### config.mk
export PLATFORM = sky130hd
export DESIGN_NAME = pafo_port
export DESIGN_NICKNAME = d
export VERILOG_FILES = /design/src/common/pafo_pkg.sv /design/src/common/pafo_pin_if.sv /design/src/pafo_pin_mux.sv /design/src/pafo_port.sv
export SDC_FILE = /design/constraint.sdc
export NUM_CORES = 1
export LEC_CHECK = 0
export ABC_AREA = 1
export BUFFER_PORTS_ARGS = -buffer_cell sky130_fd_sc_hd__buf_2
export CORE_AREA = 4 4 92 94
export CTS_CLUSTER_DIAMETER = 120
export CTS_CLUSTER_SIZE = 16
export DETAILED_ROUTE_END_ITERATION = 10
export DIE_AREA = 0 0 96 98
export GPL_TIMING_DRIVEN = 0
export PLACE_DENSITY_LB_ADDON = 0.1
export RECOVER_POWER = 25
export SYNTH_ARGS = -nofsm -noshare
export SYNTH_HDL_FRONTEND = slang
export SYNTH_SLANG_ARGS = --single-unit
### constraint.sdc
create_clock -name ref_clk -period 3.8 [get_ports ref_clk]
set_input_delay 0.38 -clock ref_clk [delete_from_list [all_inputs] [get_ports ref_clk]]
set_output_delay 0.38 -clock ref_clk [all_outputs]
set_load 0.05 [all_outputs]
### src/common/pafo_pkg.sv
package pafo_pkg;
  localparam int PAFO_W = 8;
  // register byte offsets on the apb bus
  localparam logic [7:0] PAFO_OFF_DIR = 8'h00;
  localparam logic [7:0] PAFO_OFF_LATCH = 8'h04;
  localparam logic [7:0] PAFO_OFF_PIN = 8'h08;
  localparam logic [7:0] PAFO_OFF_CTRL = 8'h0C;
  localparam logic [7:0] PAFO_OFF_MASK = 8'h10;
  localparam logic [7:0] PAFO_OFF_ADCOFF = 8'h14;
  // control register fields
  localparam int PAFO_CTRL_GPO_BIT = 0;
  localparam int PAFO_CTRL_PIN_CHANGE_GROUP0_ENABLE_BIT = 1;
  // reset values
  localparam logic [7:0] PAFO_RST_DIR = 8'h00;
  localparam logic [7:0] PAFO_RST_LATCH = 8'h00;
  localparam logic [7:0] PAFO_RST_MASK = 8'h00;
  localparam logic [7:0] PAFO_RST_ADCOFF = 8'h00;
  localparam logic [7:0] PAFO_RST_PAD = 8'h00;
  localparam logic [7:0] PAFO_RST_IN_EN = 8'h00;
  localparam logic PAFO_RST_GPO = 1'b0;
  localparam logic PAFO_RST_PIN_CHANGE_GROUP0_ENABLE = 1'b0;
  localparam logic [31:0] PAFO_RST_WORD = 32'h0000_0000;
  typedef logic [7:0] pafo_byte_t;
endpackage

### src/common/pafo_pin_if.sv
`timescale 1ns/1ps
interface pafo_pin_if;
  logic direction_bit;
  logic output_latch_bit;
  logic global_pullup_off;
  logic sleep_clamp;
  logic pull_up_override_enable;
  logic pull_up_override_value;
  logic drive_override_enable;
  logic drive_override_value;
  logic pin_value_override_enable;
  logic pin_value_override_value;
  logic input_enable_override_enable;
  logic input_enable_override_value;
  logic pull_en;
  logic drv_en;
  logic drv_val;
  logic in_en;
  modport ctl (
    output direction_bit, output_latch_bit, global_pullup_off, sleep_clamp,
    output pull_up_override_enable, pull_up_override_value,
    output drive_override_enable, drive_override_value,
    output pin_value_override_enable, pin_value_override_value,
    output input_enable_override_enable, input_enable_override_value,
    input pull_en, drv_en, drv_val, in_en
  );
  modport mux (
    input direction_bit, output_latch_bit, global_pullup_off, sleep_clamp,
    input pull_up_override_enable, pull_up_override_value,
    input drive_override_enable, drive_override_value,
    input pin_value_override_enable, pin_value_override_value,
    input input_enable_override_enable, input_enable_override_value,
    output pull_en, drv_en, drv_val, in_en
  );
endinterface

### src/pafo_pin_mux.sv
`timescale 1ns/1ps
// one pin's override selection, purely combinational
module pafo_pin_mux (
  pafo_pin_if.mux p
);
  always_comb begin
    if (p.pull_up_override_enable) begin
      p.pull_en = p.pull_up_override_value;
    end else begin
      p.pull_en = ~p.direction_bit & p.output_latch_bit & ~p.global_pullup_off;
    end
    if (p.drive_override_enable) begin
      p.drv_en = p.drive_override_value;
    end else begin
      p.drv_en = p.direction_bit;
    end
    if (!p.drv_en) begin
      p.drv_val = 1'b0;
    end else if (p.pin_value_override_enable) begin
      p.drv_val = p.pin_value_override_value;
    end else begin
      p.drv_val = p.output_latch_bit;
    end
    if (p.input_enable_override_enable) begin
      p.in_en = p.input_enable_override_value;
    end else begin
      p.in_en = ~p.sleep_clamp;
    end
  end
endmodule

### src/pafo_port.sv
// The implementer's own choices: the register offsets and register access over APB.
`timescale 1ns/1ps
module pafo_port
  import pafo_pkg::*;
(
  input wire logic ref_clk,
  input wire logic sys_rst,
  input wire logic psel,
  input wire logic penable,
  input wire logic pwrite,
  input wire logic [7:0] paddr,
  input wire logic [31:0] pwdata,
  output logic [31:0] prdata,
  output logic pready,
  output logic pslverr,
  input wire logic [PAFO_W-1:0] pad_in,
  output logic [PAFO_W-1:0] pad_out,
  output logic [PAFO_W-1:0] pad_oe,
  output logic [PAFO_W-1:0] pad_pullup_en,
  output logic [PAFO_W-1:0] schmitt_input_tap,
  input wire logic sleep_clamp,
  input wire logic [PAFO_W-1:0] toggle_override_enable
);

  typedef struct packed {
    pafo_byte_t dir;
    pafo_byte_t latch;
    pafo_byte_t mask;
    pafo_byte_t adc_off;
    logic gpo;
    logic pin_change_group0_enable;
    pafo_byte_t sync1;
    pafo_byte_t sync2;
    pafo_byte_t in_en;
    pafo_byte_t oe;
    pafo_byte_t out;
    pafo_byte_t pull;
    logic [31:0] prdata;
    logic pready;
    logic pslverr;
  } pafo_state_s;

  pafo_state_s s_reg;
  pafo_state_s s_next;

  logic [PAFO_W-1:0] mux_pull;
  logic [PAFO_W-1:0] mux_drv_en;
  logic [PAFO_W-1:0] mux_drv_val;
  logic [PAFO_W-1:0] mux_in_en;
  logic [PAFO_W-1:0] input_enable_override_enable_v;
  logic [PAFO_W-1:0] input_enable_override_value_v;
  logic acc_first;
  logic commit_wr;
  logic [PAFO_W-1:0] pin_toggle;

  // pin-change / analog mapping of this port, all eight pins alike
  assign input_enable_override_value_v = s_reg.mask & {PAFO_W{s_reg.pin_change_group0_enable}};
  assign input_enable_override_enable_v = input_enable_override_value_v | s_reg.adc_off;

  generate
    for (genvar i = 0; i < PAFO_W; i++) begin : g_pin
      pafo_pin_if pin_if ();
      assign pin_if.direction_bit = s_reg.dir[i];
      assign pin_if.output_latch_bit = s_reg.latch[i];
      assign pin_if.global_pullup_off = s_reg.gpo;
      assign pin_if.sleep_clamp = sleep_clamp;
      // no peripheral here drives pull-up, drive or pin-value overrides
      assign pin_if.pull_up_override_enable = 1'b0;
      assign pin_if.pull_up_override_value = 1'b0;
      assign pin_if.drive_override_enable = 1'b0;
      assign pin_if.drive_override_value = 1'b0;
      assign pin_if.pin_value_override_enable = 1'b0;
      assign pin_if.pin_value_override_value = 1'b0;
      assign pin_if.input_enable_override_enable = input_enable_override_enable_v[i];
      assign pin_if.input_enable_override_value = input_enable_override_value_v[i];
      assign mux_pull[i] = pin_if.pull_en;
      assign mux_drv_en[i] = pin_if.drv_en;
      assign mux_drv_val[i] = pin_if.drv_val;
      assign mux_in_en[i] = pin_if.in_en;
      pafo_pin_mux u_mux (
        .p(pin_if.mux)
      );
    end
  endgenerate

  // tap after the input gate, ahead of the port synchroniser
  assign schmitt_input_tap = pad_in & s_reg.in_en;

  // first apb access cycle answers next cycle; write lands with pready
  assign acc_first = psel & penable & ~s_reg.pready;
  assign commit_wr = psel & penable & s_reg.pready & pwrite;

  always_comb begin
    pin_toggle = toggle_override_enable;
    if (commit_wr && paddr == PAFO_OFF_PIN) begin
      pin_toggle = pin_toggle | pwdata[7:0];
    end
  end

  always_comb begin
    s_next = s_reg;
    // clamp before the synchroniser, like the schmitt input gate
    s_next.sync1 = pad_in & s_reg.in_en;
    s_next.sync2 = s_reg.sync1;
    s_next.in_en = mux_in_en;
    s_next.oe = mux_drv_en;
    s_next.out = mux_drv_val;
    s_next.pull = mux_pull;
    s_next.pready = acc_first;
    s_next.pslverr = 1'b0;
    s_next.prdata = PAFO_RST_WORD;
    if (acc_first) begin
      unique case (paddr)
        PAFO_OFF_DIR: s_next.prdata = {24'h00_0000, s_reg.dir};
        PAFO_OFF_LATCH: s_next.prdata = {24'h00_0000, s_reg.latch};
        PAFO_OFF_PIN: s_next.prdata = {24'h00_0000, s_reg.sync2};
        PAFO_OFF_CTRL: s_next.prdata = {30'h0000_0000, s_reg.pin_change_group0_enable, s_reg.gpo};
        PAFO_OFF_MASK: s_next.prdata = {24'h00_0000, s_reg.mask};
        PAFO_OFF_ADCOFF: s_next.prdata = {24'h00_0000, s_reg.adc_off};
        default: s_next.pslverr = 1'b1;
      endcase
    end
    if (commit_wr) begin
      unique case (paddr)
        PAFO_OFF_DIR: s_next.dir = pwdata[7:0];
        PAFO_OFF_LATCH: s_next.latch = pwdata[7:0];
        PAFO_OFF_CTRL: begin
          s_next.gpo = pwdata[PAFO_CTRL_GPO_BIT];
          s_next.pin_change_group0_enable = pwdata[PAFO_CTRL_PIN_CHANGE_GROUP0_ENABLE_BIT];
        end
        PAFO_OFF_MASK: s_next.mask = pwdata[7:0];
        PAFO_OFF_ADCOFF: s_next.adc_off = pwdata[7:0];
        default: s_next.pslverr = 1'b0;
      endcase
    end
    // toggle applies on top of any same-cycle latch write
    s_next.latch = s_next.latch ^ pin_toggle;
  end

  always_ff @(posedge ref_clk) begin
    if (sys_rst) begin
      s_reg.dir <= PAFO_RST_DIR;
      s_reg.latch <= PAFO_RST_LATCH;
      s_reg.mask <= PAFO_RST_MASK;
      s_reg.adc_off <= PAFO_RST_ADCOFF;
      s_reg.gpo <= PAFO_RST_GPO;
      s_reg.pin_change_group0_enable <= PAFO_RST_PIN_CHANGE_GROUP0_ENABLE;
      s_reg.sync1 <= PAFO_RST_PAD;
      s_reg.sync2 <= PAFO_RST_PAD;
      s_reg.in_en <= PAFO_RST_IN_EN;
      s_reg.oe <= PAFO_RST_PAD;
      s_reg.out <= PAFO_RST_PAD;
      s_reg.pull <= PAFO_RST_PAD;
      s_reg.prdata <= PAFO_RST_WORD;
      s_reg.pready <= 1'b0;
      s_reg.pslverr <= 1'b0;
    end else begin
      s_reg <= s_next;
    end
  end

  assign prdata = s_reg.prdata;
  assign pready = s_reg.pready;
  assign pslverr = s_reg.pslverr;
  assign pad_out = s_reg.out;
  assign pad_oe = s_reg.oe;
  assign pad_pullup_en = s_reg.pull;
  // analog pad line n goes ungated to converter channel n, outside this digital block

  // expected values for the checks, built from the rules alone
  logic [PAFO_W-1:0] chk_pull;
  logic [PAFO_W-1:0] chk_out;
  logic [PAFO_W-1:0] chk_toggled;
  logic [PAFO_W-1:0] chk_tgl;
  logic [PAFO_W-1:0] chk_clamped;
  logic [PAFO_W-1:0] chk_adc_off;
  logic [PAFO_W-1:0] chk_gated;
  logic [PAFO_W-1:0] chk_on;
  logic [PAFO_W-1:0] chk_off;
  logic chk_unmapped;

  assign chk_pull = ~s_reg.dir & s_reg.latch & {PAFO_W{~s_reg.gpo}};
  assign chk_out = s_reg.latch & s_reg.dir;
  assign chk_toggled = s_reg.latch ^ pwdata[7:0];
  assign chk_tgl = s_reg.latch ^ toggle_override_enable;
  assign chk_clamped = ~input_enable_override_enable_v & {PAFO_W{sleep_clamp}};
  assign chk_adc_off = s_reg.adc_off & ~input_enable_override_value_v;
  assign chk_gated = pad_in & s_reg.in_en;
  assign chk_on = (input_enable_override_enable_v & input_enable_override_value_v) | (~input_enable_override_enable_v & {PAFO_W{~sleep_clamp}});
  assign chk_off = (input_enable_override_enable_v & ~input_enable_override_value_v) | chk_clamped;
  assign chk_unmapped = !(paddr inside {PAFO_OFF_DIR, PAFO_OFF_LATCH, PAFO_OFF_PIN,
    PAFO_OFF_CTRL, PAFO_OFF_MASK, PAFO_OFF_ADCOFF});
endmodule

Word level (Yosys, flattened, before mapping)
Cells that the tools add are included.

storage, ports and cells
  flip-flop bits (word level) = 116
  bits in latches = 0
  bits in writable memories = 0
  ROM bits = 0
  input port bits = 62
  output and inout port bits = 66
  memories = 0

cells by class
  $add $sub $neg = 0
  multipliers = 0
  divide/modulo/power cells = 0
  order comparisons = 0
  equal/unequal tests = 5
  shift-type cells = 0
  mux-type cells = 19
  bitwise operators = 37
  reductions and logical operators = 17

operators with widths
  kind                                                              count
  8-bit case mux with 6 select lines                                1
  8-bit 2-to-1 mux                                                  4
  26-bit 2-to-1 mux                                                 1
  1-bit AND                                                         20
  2-bit OR reduction                                                9
  8-bit AND                                                         2
  8-bit by 4-bit == test with 1-bit output (second input constant)  2
  8-bit by 5-bit == test with 1-bit output (second input constant)  2
  8-bit OR                                                          2
  1-bit 2-to-1 mux                                                  12
  1-bit inverter                                                    12
  8-bit by 3-bit == test with 1-bit output (second input constant)  1
  8-bit zero test                                                   1
  2-bit AND reduction                                               4
  8-bit bitwise XOR                                                 1
  6-bit OR reduction                                                1
  5-bit OR reduction                                                1
  2-bit 2-to-1 mux                                                  1
  1-bit logical AND                                                 1

Longest topological paths before layout
Gate-level depths: netlist (run 1).

  depth in word-level cells = 6
  depth in mapped cells = 10
  gate-level depth less buffers = 9

By module
A second synthesis (run 1) with hierarchy kept.

second synthesis, totals
  cells, all modules = 720
  area total of the unflattened synthesis = 4742.0 µm²

modules (own cells, without submodules)
  module        instances  cells each  area an instance (µm²)  sequential area each (µm²)
  pafo_port     1          584         4171.5                  1841.8
  pafo_pin_mux  8          17          71.3                    0.0

Worst setup path after synthesis (run 1)
No wires, ideal clock.

  path kind = reg2reg
  start point = reg pready (netlist name)
  end point = reg s_reg, in the netlist g_pin[0].pin_if.global_pullup_off
  library setup time = 119 ps
  arrival time = 1465 ps
  required time = 3681 ps
  path slack = 2216 ps
  stages on the path, launching flop included = 8
  buffers on the path = 2
  clock period less this slack = 1584 ps
  cells stage by stage = dfxtp_1 > nand2_1 > nor2_1 > buf_4 > buf_6 > nand3_1 > o21ai_0 > a21oi_1

between the ends
  longest elaborated chain between the ends = 3

ends and longest elaborated chain
  what                                  RTL line          text
  1-bit AND (2 in a row)                pafo_port.sv:91   assign commit_wr = psel & penable & s_reg.pready & pwrite;
  2-bit AND reduction (no source line)  n/a
  to (signal assigned)                  pafo_port.sv:158  s_reg <= s_next;
  to (decl)                             pafo_port.sv:43   pafo_state_s s_reg;

No other way between the ends.
A chain may end at the register's enable or synchronous reset.

Worst setup path after layout (run 1)
  start point = reg pready (netlist name)
  end point = reg s_reg, in the netlist g_pin[5].pin_if.output_latch_bit

between the ends
  longest elaborated chain between the ends = 5
  elaborated cells on any way between the ends = 6
  those cells by class = 2 x mux; 3 x bitwise; 1 x reduce/logical

ends and longest elaborated chain
  what                      RTL line          text
  1-bit AND * (2 in a row)  pafo_port.sv:91
  1-bit logical AND         pafo_port.sv:95   if (commit_wr && paddr == PAFO_OFF_PIN) begin
  8-bit 2-to-1 mux          pafo_port.sv:95
  8-bit bitwise XOR *       pafo_port.sv:137  s_next.latch = s_next.latch ^ pin_toggle;

Every way passes the cells marked *; elsewhere a longest branch is shown, timed or not.

==> results.tsv, run 1 <==
stage	metric	value	unit
outcome	status	finished, final reports clean	
worst_setup_path	CP required	4090	ps
finish	# diodes	0	
drt	vias	3608	
yosys	dominant cell type by area after synthesis	dfxtp_1	
finish	share of post-route cells with drive strength above 1	0.278	
worst_setup_path	Setup crit start kind	flip-flop	
finish	synth-to-layout area growth	18.7	%
clock_network	# hold bufs at CTS	0	
place	IO buf count	79	
global_route	GR Util met1	0.277	
global_route	met2 Resource Use GR	0.356	
sta	final setup violation count	0	
floorplanning	Boundary Pins	128	
clock_network	root buf cell	clkbuf_8	
sta	Tmin final	1870	ps
drt	DRC	0	
worst_setup_path	CP Max Fanout	10	
worst_setup_path	FF-to-FF path depth	9	
worst_setup_path	classification of the worst setup path	reg -> reg	
worst_setup_path	R2R setup slack	1930	ps
floorplanning	die width	96	µm
finish	most common cell after layout, fill and taps aside	nand2_1	
power_and_ir_drop	power density cells	377	nW/µm²
sta	post-route clock skew	7.80	ps
clock_network	post-cts sizing count	0	
global_route	GRT Residual Overflow	0	
worst_hold_path	min-delay worst type	in -> reg	
global_route	vias in the first global route	3364	
finish	# nets final	722	
global_route	antenna violations before repair	0	
clock_network	H-tree depth	3	
yosys	Synth Instances	547	
worst_setup_path	crit path DAT	2150	ps
power_and_ir_drop	total power draw	1.83	mW
yosys	Synth cell types	21	
floorplanning	Core Rows	32	
worst_setup_path	worst flop-to-flop path endpoint	g_pin[5].pin_if.output_latch_bit	
global_route	met3 Usage GRT	0.0393	
floorplanning	Core Box Area	7650	µm²
floorplanning	Die ar.	9410	µm²
sta	worst slew pin tran	667	ps
sta	worst relative slew slack	0.556	
yosys	top post-synthesis cells by area	dfxtp_1 (45%), buf_4 (12%), nand2_1 (9.5%)	
global_route	largest net degree at the start of global routing	17	
drt	DRT antenna net count	0	
global_route	GRT Max-Usage Layer	met2	
finish	max FFs per register	33	
worst_setup_path	Crit. End Element	flip-flop	
power_and_ir_drop	Pleak	2.49	nW
yosys	synthesized flop and latch total	92	
power_and_ir_drop	VDD IR-drop max	0.220	mV
sta	Fmax	536	MHz
clock_network	Sink Count	92	
sta	unrepaired setup endpoints after global routing	no	
clock_network	Max Buffers Root-to-Sink	2	
yosys	Cell Area, Synth	4090	µm²
clock_network	clock-pin slew of the registers on the worst-case setup and hold paths	90	ps
drt	Routed WL per cell	12.6	µm
sta	final hold viol count	0	
yosys	register area share after synthesis	0.450	
global_route	first-pass GRT wire length	15800	µm
drt	starting DRC count in detailed routing	219	
place	Post-DP HPWL	7300	µm
worst_setup_path	reg-to-reg critical path startpoint	pready	
place	GPL Wtd Cong	0.937	
floorplanning	Die Ht	98	µm
worst_hold_path	Hold Path End	s_next[66]	
clock_network	CTS buffer count	9	
drt	Vias/cell	4.70	
floorplanning	Initial Utilization	0.535	
clock_network	Post-CTS Setup Bufs	0	
yosys	syn avg cell area	7.48	µm²
drt	DRT Wirelength	9700	µm
worst_hold_path	Min-Delay Startpoint	pad_in[0]	
worst_hold_path	hold depth	3	
yosys	YS warnings	0	
clock_network	CTS tree	yes	
clock_network	Worst-Skew Late Latency	350	ps
yosys	top cell type's share of synthesized area	0.450	
drt	drt pass-1 iters	5	
sta	Slew Viols, Final	0	
sta	setup TNS	0	ps
sta	period utilization	0.491	
finish	most frequent cells in the layout	nand2_1 (104), dfxtp_1 (92), nor2_1 (84)	
global_route	GRT Total Usage	0.214	
job	Maximum Capacitance Violations	0	
cell type report:
| class | count | area [µm²] |
|---|---|---|
| plain buffers | 80 | 578 |
| clock buffers | 10 | 128 |
| clock inverters | 6 | 47.5 |
| fillers | 734 | 2790 |
| inverters | 61 | 229 |
| multi-input cells | 337 | 1510 |
| flip-flops and latches | 92 | 1840 |
| well taps | 102 | 128 |
| repair buffers | 79 | 394 |
per-stage QoR:
| stage | hold slack (ps) | cell area [µm²] | worst slack [ps] | instances | util |
|---|---|---|---|---|---|
| after floorplan | 388 | 4180 | 2220 | 570 | - |
| after global placement | 394 | 4700 | 2140 | 751 | 0.615 |
| after detailed placement | 398 | 4700 | 2080 | 751 | 0.615 |
| after CTS | 264 | 4880 | 2270 | 767 | 0.638 |
| after global routing | 269 | 4860 | 1750 | 767 | 0.635 |
| final | 262 | 4860 | 1930 | 767 | 0.635 |
cells by family (layout without fill, tap and decap cells):
logic type             count (synthesis)  in the layout  share of synthesized area
AO/OA/AOI/OAI                         47             47                     0.0639
buffers and inverters                141            236                      0.200
AND/OR/NAND/NOR                      266            266                      0.285
other                                  1             24                   0.000917
flip-flops                            92             92                      0.450
power by group:
| part | total (mW) | internal (mW) | switching [mW] |
|---|---|---|---|
| Combinational | 0.234 | 0.0702 | 0.163 |
| Clock | 0.602 | 0.245 | 0.356 |
| Sequential | 0.993 | 0.984 | 0.00930 |
| Total | 1.83 | 1.30 | 0.529 |
how the worst max path moves through the flow:
| stage | from | end | slack (ps) | cells after the start |
|---|---|---|---|---|
| 5_1_grt | pready | g_pin[3].pin_if.output_latch_bit | 1750 | 9 |
| 6_report | pready | g_pin[5].pin_if.output_latch_bit | 1930 | 9 |
| 3_3_place_gp | sys_rst | s_reg[69] | 2140 | 4 |
| 2_1_floorplan | pready | g_pin[0].pin_if.global_pullup_off | 2220 | 7 |
| 3_5_place_dp | sys_rst | s_reg[66] | 2080 | 4 |
| 4_1_cts | s_reg[59] | schmitt_input_tap[1] | 2270 | 4 |
worst max-delay path, stage by stage, from the launching register on:
cell	delay, ps
dfxtp_1	360
nand2_1	60
nor2_1	150
clkbuf_1	500
nand3_2	310
nand2_1	120
nand2_1	70
nand2_1	60
nand2_1	50
nor2_1	120
synthesized netlist by cell type:
cell type and n:
nand3_2 2, inv_2 5, buf_6 5, conb_1 1, a2bb2oi_1 6, clkbuf_1 8, dfxtp_1 92, nor2_4 6
nand2_2 4, o21ai_0 18, a21oi_1 20, buf_4 67, nor2_1 83, inv_1 56, nor2_2 3, nand3_1 45
nand2_4 2, nor3_1 17, o21ai_1 2, nand2_1 104, a31o_2 1
layer usage:
metal / routed length (µm) / up-vias
met5: 0 / -
met4: 203 / 0
met3: 633 / 20
met2: 4640 / 127
met1: 4230 / 1615
li1: - / 1846
Note: power is estimated with default switching activity, not from simulation.
==> run 2: changes to the inputs <==
--- a/config.mk
+++ b/config.mk
@@ -7,11 +7,11 @@
 export LEC_CHECK = 0
 export ABC_AREA = 1
 export BUFFER_PORTS_ARGS = -buffer_cell sky130_fd_sc_hd__buf_2
-export CORE_AREA = 4 4 92 94
+export CORE_AREA = 4 4 95 97
 export CTS_CLUSTER_DIAMETER = 120
 export CTS_CLUSTER_SIZE = 16
 export DETAILED_ROUTE_END_ITERATION = 10
-export DIE_AREA = 0 0 96 98
+export DIE_AREA = 0 0 99 101
 export GPL_TIMING_DRIVEN = 0
 export PLACE_DENSITY_LB_ADDON = 0.1
 export RECOVER_POWER = 25
==> constraint.sdc (replaced) <==
create_clock -name ref_clk -period 1.9 [get_ports ref_clk]
set_input_delay 0.19 -clock ref_clk [delete_from_list [all_inputs] [get_ports ref_clk]]
set_output_delay 0.19 -clock ref_clk [all_outputs]
set_load 0.05 [all_outputs]
==> run 2 against run 1 <==
Count of clock-buffer cells in the layout down 1. Total power up 110%. Clock power up 120%. Sequential cell count unchanged. Non-clock buffer count unchanged. Routed wire length up 2.4%. Sequential share of layout area down 0.31 points. Worst hold slack worse by 200 ps. Register-to-register slack worse by 1600 ps. Sequential power up 100%. Cell count up 0.39%.
==> results.tsv, run 2 (synthesis gave the netlist of run 1 again) <==
stage	metric	value	unit	change
worst_setup_path	CP required	2200	ps	-1890 ps
finish	Final Util	0.602		-0.0331
clock_network	Post-CTS Setup Bufs	0		unchanged
sta	Tmin final	1550	ps	-320 ps
finish	most common cell after layout, fill and taps aside	nand2_1		
clock_network	Worst-Skew Late Latency	360	ps	about the same
worst_setup_path	R2R setup slack	350	ps	-1580 ps
drt	vias	3625		+0.47%
floorplanning	Die ar.	10000	µm²	+6.3%
sta	final setup violation count	0		unchanged
clock_network	CTS buffer count	9		unchanged
clock_network	CTS tree	yes		
floorplanning	Core Box Area	8130	µm²	+6.4%
sta	unrepaired setup endpoints after global routing	no		
drt	DRT antenna net count	0		unchanged
worst_hold_path	min-delay worst type	in -> reg		
finish	synth-to-layout area growth	19.7	%	
sta	worst slew pin tran	592	ps	-74.5 ps
drt	Vias/cell	4.71		about the same
global_route	met2 Resource Use GR	0.359		+0.00317
power_and_ir_drop	VDD IR-drop max	0.401	mV	+82%
place	post-place setup slack	369	ps	-1710 ps
global_route	GRT Residual Overflow	0		unchanged
sta	post-route clock skew	5.00	ps	-2.80 ps
floorplanning	Boundary Pins	128		unchanged
job	Maximum Capacitance Violations	0		unchanged
worst_setup_path	Crit. End Element	flip-flop		
global_route	GRT Max-Usage Layer	met2		
global_route	first-pass GRT wire length	16000	µm	+0.83%
clock_network	post-cts sizing count	0		unchanged
drt	DRT Wirelength	9930	µm	+2.4%
drt	Routed WL per cell	12.9	µm	+2.0%
sta	setup TNS	0	ps	unchanged
floorplanning	Initial Utilization	0.503		-0.0320
global_route	largest net degree at the start of global routing	17		unchanged
sta	WHS	58.4	ps	-203 ps
global_route	GR Util met1	0.250		-0.0269
finish	max FFs per register	33		unchanged
clock_network	Sink Count	92		unchanged
floorplanning	Die Ht	101	µm	+3.1%
clock_network	Max Buffers Root-to-Sink	2		unchanged
clock_network	root buf cell	clkbuf_8		
place	IO buf count	79		unchanged
sta	setup ws final	354	ps	-1580 ps
sta	Fmax	647	MHz	+21%
global_route	antenna violations before repair	0		unchanged
worst_setup_path	CP Max Fanout	10		unchanged
global_route	met3 Usage GRT	0.0367		-0.00261
place	Post-DP HPWL	7450	µm	+2.1%
power_and_ir_drop	Pleak	2.52	nW	+0.91%
worst_setup_path	Setup crit start kind	flip-flop		
sta	period utilization	0.814		+0.323
finish	# nets final	722		unchanged
finish	share of post-route cells with drive strength above 1	0.283		+0.00451
floorplanning	Core Rows	33		+3.1%
outcome	status	finished, final reports clean		
place	GPL Wtd Cong	0.857		-8.5%
clock_network	clock-pin slew of the registers on the worst-case setup and hold paths	90	ps	about the same
worst_setup_path	classification of the worst setup path	reg -> reg		
clock_network	# hold bufs at CTS	0		unchanged
clock_network	H-tree depth	3		unchanged
sta	final hold viol count	0		unchanged
sta	Slew Viols, Final	0		unchanged
finish	most frequent cells in the layout	nand2_1 (104), dfxtp_1 (92), nor2_1 (84)		
worst_setup_path	crit path DAT	1840	ps	-310 ps
power_and_ir_drop	power density cells	773	nW/µm²	+110%
drt	DRC	0		unchanged
global_route	vias in the first global route	3364		unchanged
floorplanning	die width	99	µm	+3.1%
global_route	GRT Total Usage	0.203		-0.0110
finish	# diodes	0		unchanged
sta	worst relative slew slack	0.604		+0.0482
drt	drt pass-1 iters	5		unchanged
drt	starting DRC count in detailed routing	176		-20%
run 2: worst max-delay path, cell delays in order (launching register included):
cell and delay [ps]:
dfxtp_1 360, nand2_1 60, nor2_1 180, buf_4 240, nand3_2 230, nand2_1 130, nand2_1 80, nand2_1 60
nand2_1 50, nor2_1 110
run 2: layer usage:
layer / wire [µm] / vias up / part of all wire
met3: 859 / 12 / 0.087
met4: 111 / 0 / 0.011
met5: 0 / - / 0
met2: 4890 / 171 / 0.49
li1: - / 1835 / -
met1: 4070 / 1607 / 0.41
run 2: through the flow:
stage	power [mW]	instance area, µm²	instances
finish	3.79	4900	770
global route	3.93	4900	770
CTS	3.80	4900	770
detailed placement	2.50	4700	754
global placement	2.49	4700	754
floorplan	2.38	4180	570
run 2: final cells by class:
class,instances,area [µm²]
Sequential cell,92,1840
Timing Repair Buffer,79,394
Clock buffer,9,124
Multi-Input combinational cell,337,1510
Clock inverter,7,76.3
Tap cell,105,131
Fill cell,787,3240
Inverter,61,229
Buffer,80,589
run 2: power by group:
| group | total (mW) | internal, mW | leakage (nW) | switching (mW) |
|---|---|---|---|---|
| combinational | 0.469 | 0.141 | 1.67 | 0.328 |
| clock | 1.33 | 0.617 | 0.101 | 0.714 |
| sequential | 1.99 | 1.97 | 0.748 | 0.0185 |
run 2: path summary, 6_finish.rpt:
kind,depth (start not counted),end,startpoint
max,9,g_pin[6].pin_if.output_latch_bit,pready
min,3,s_next[70],pad_in[4]
max reg2reg,9,g_pin[6].pin_if.output_latch_bit,pready
min reg2reg,2,s_reg[70],s_next[70]
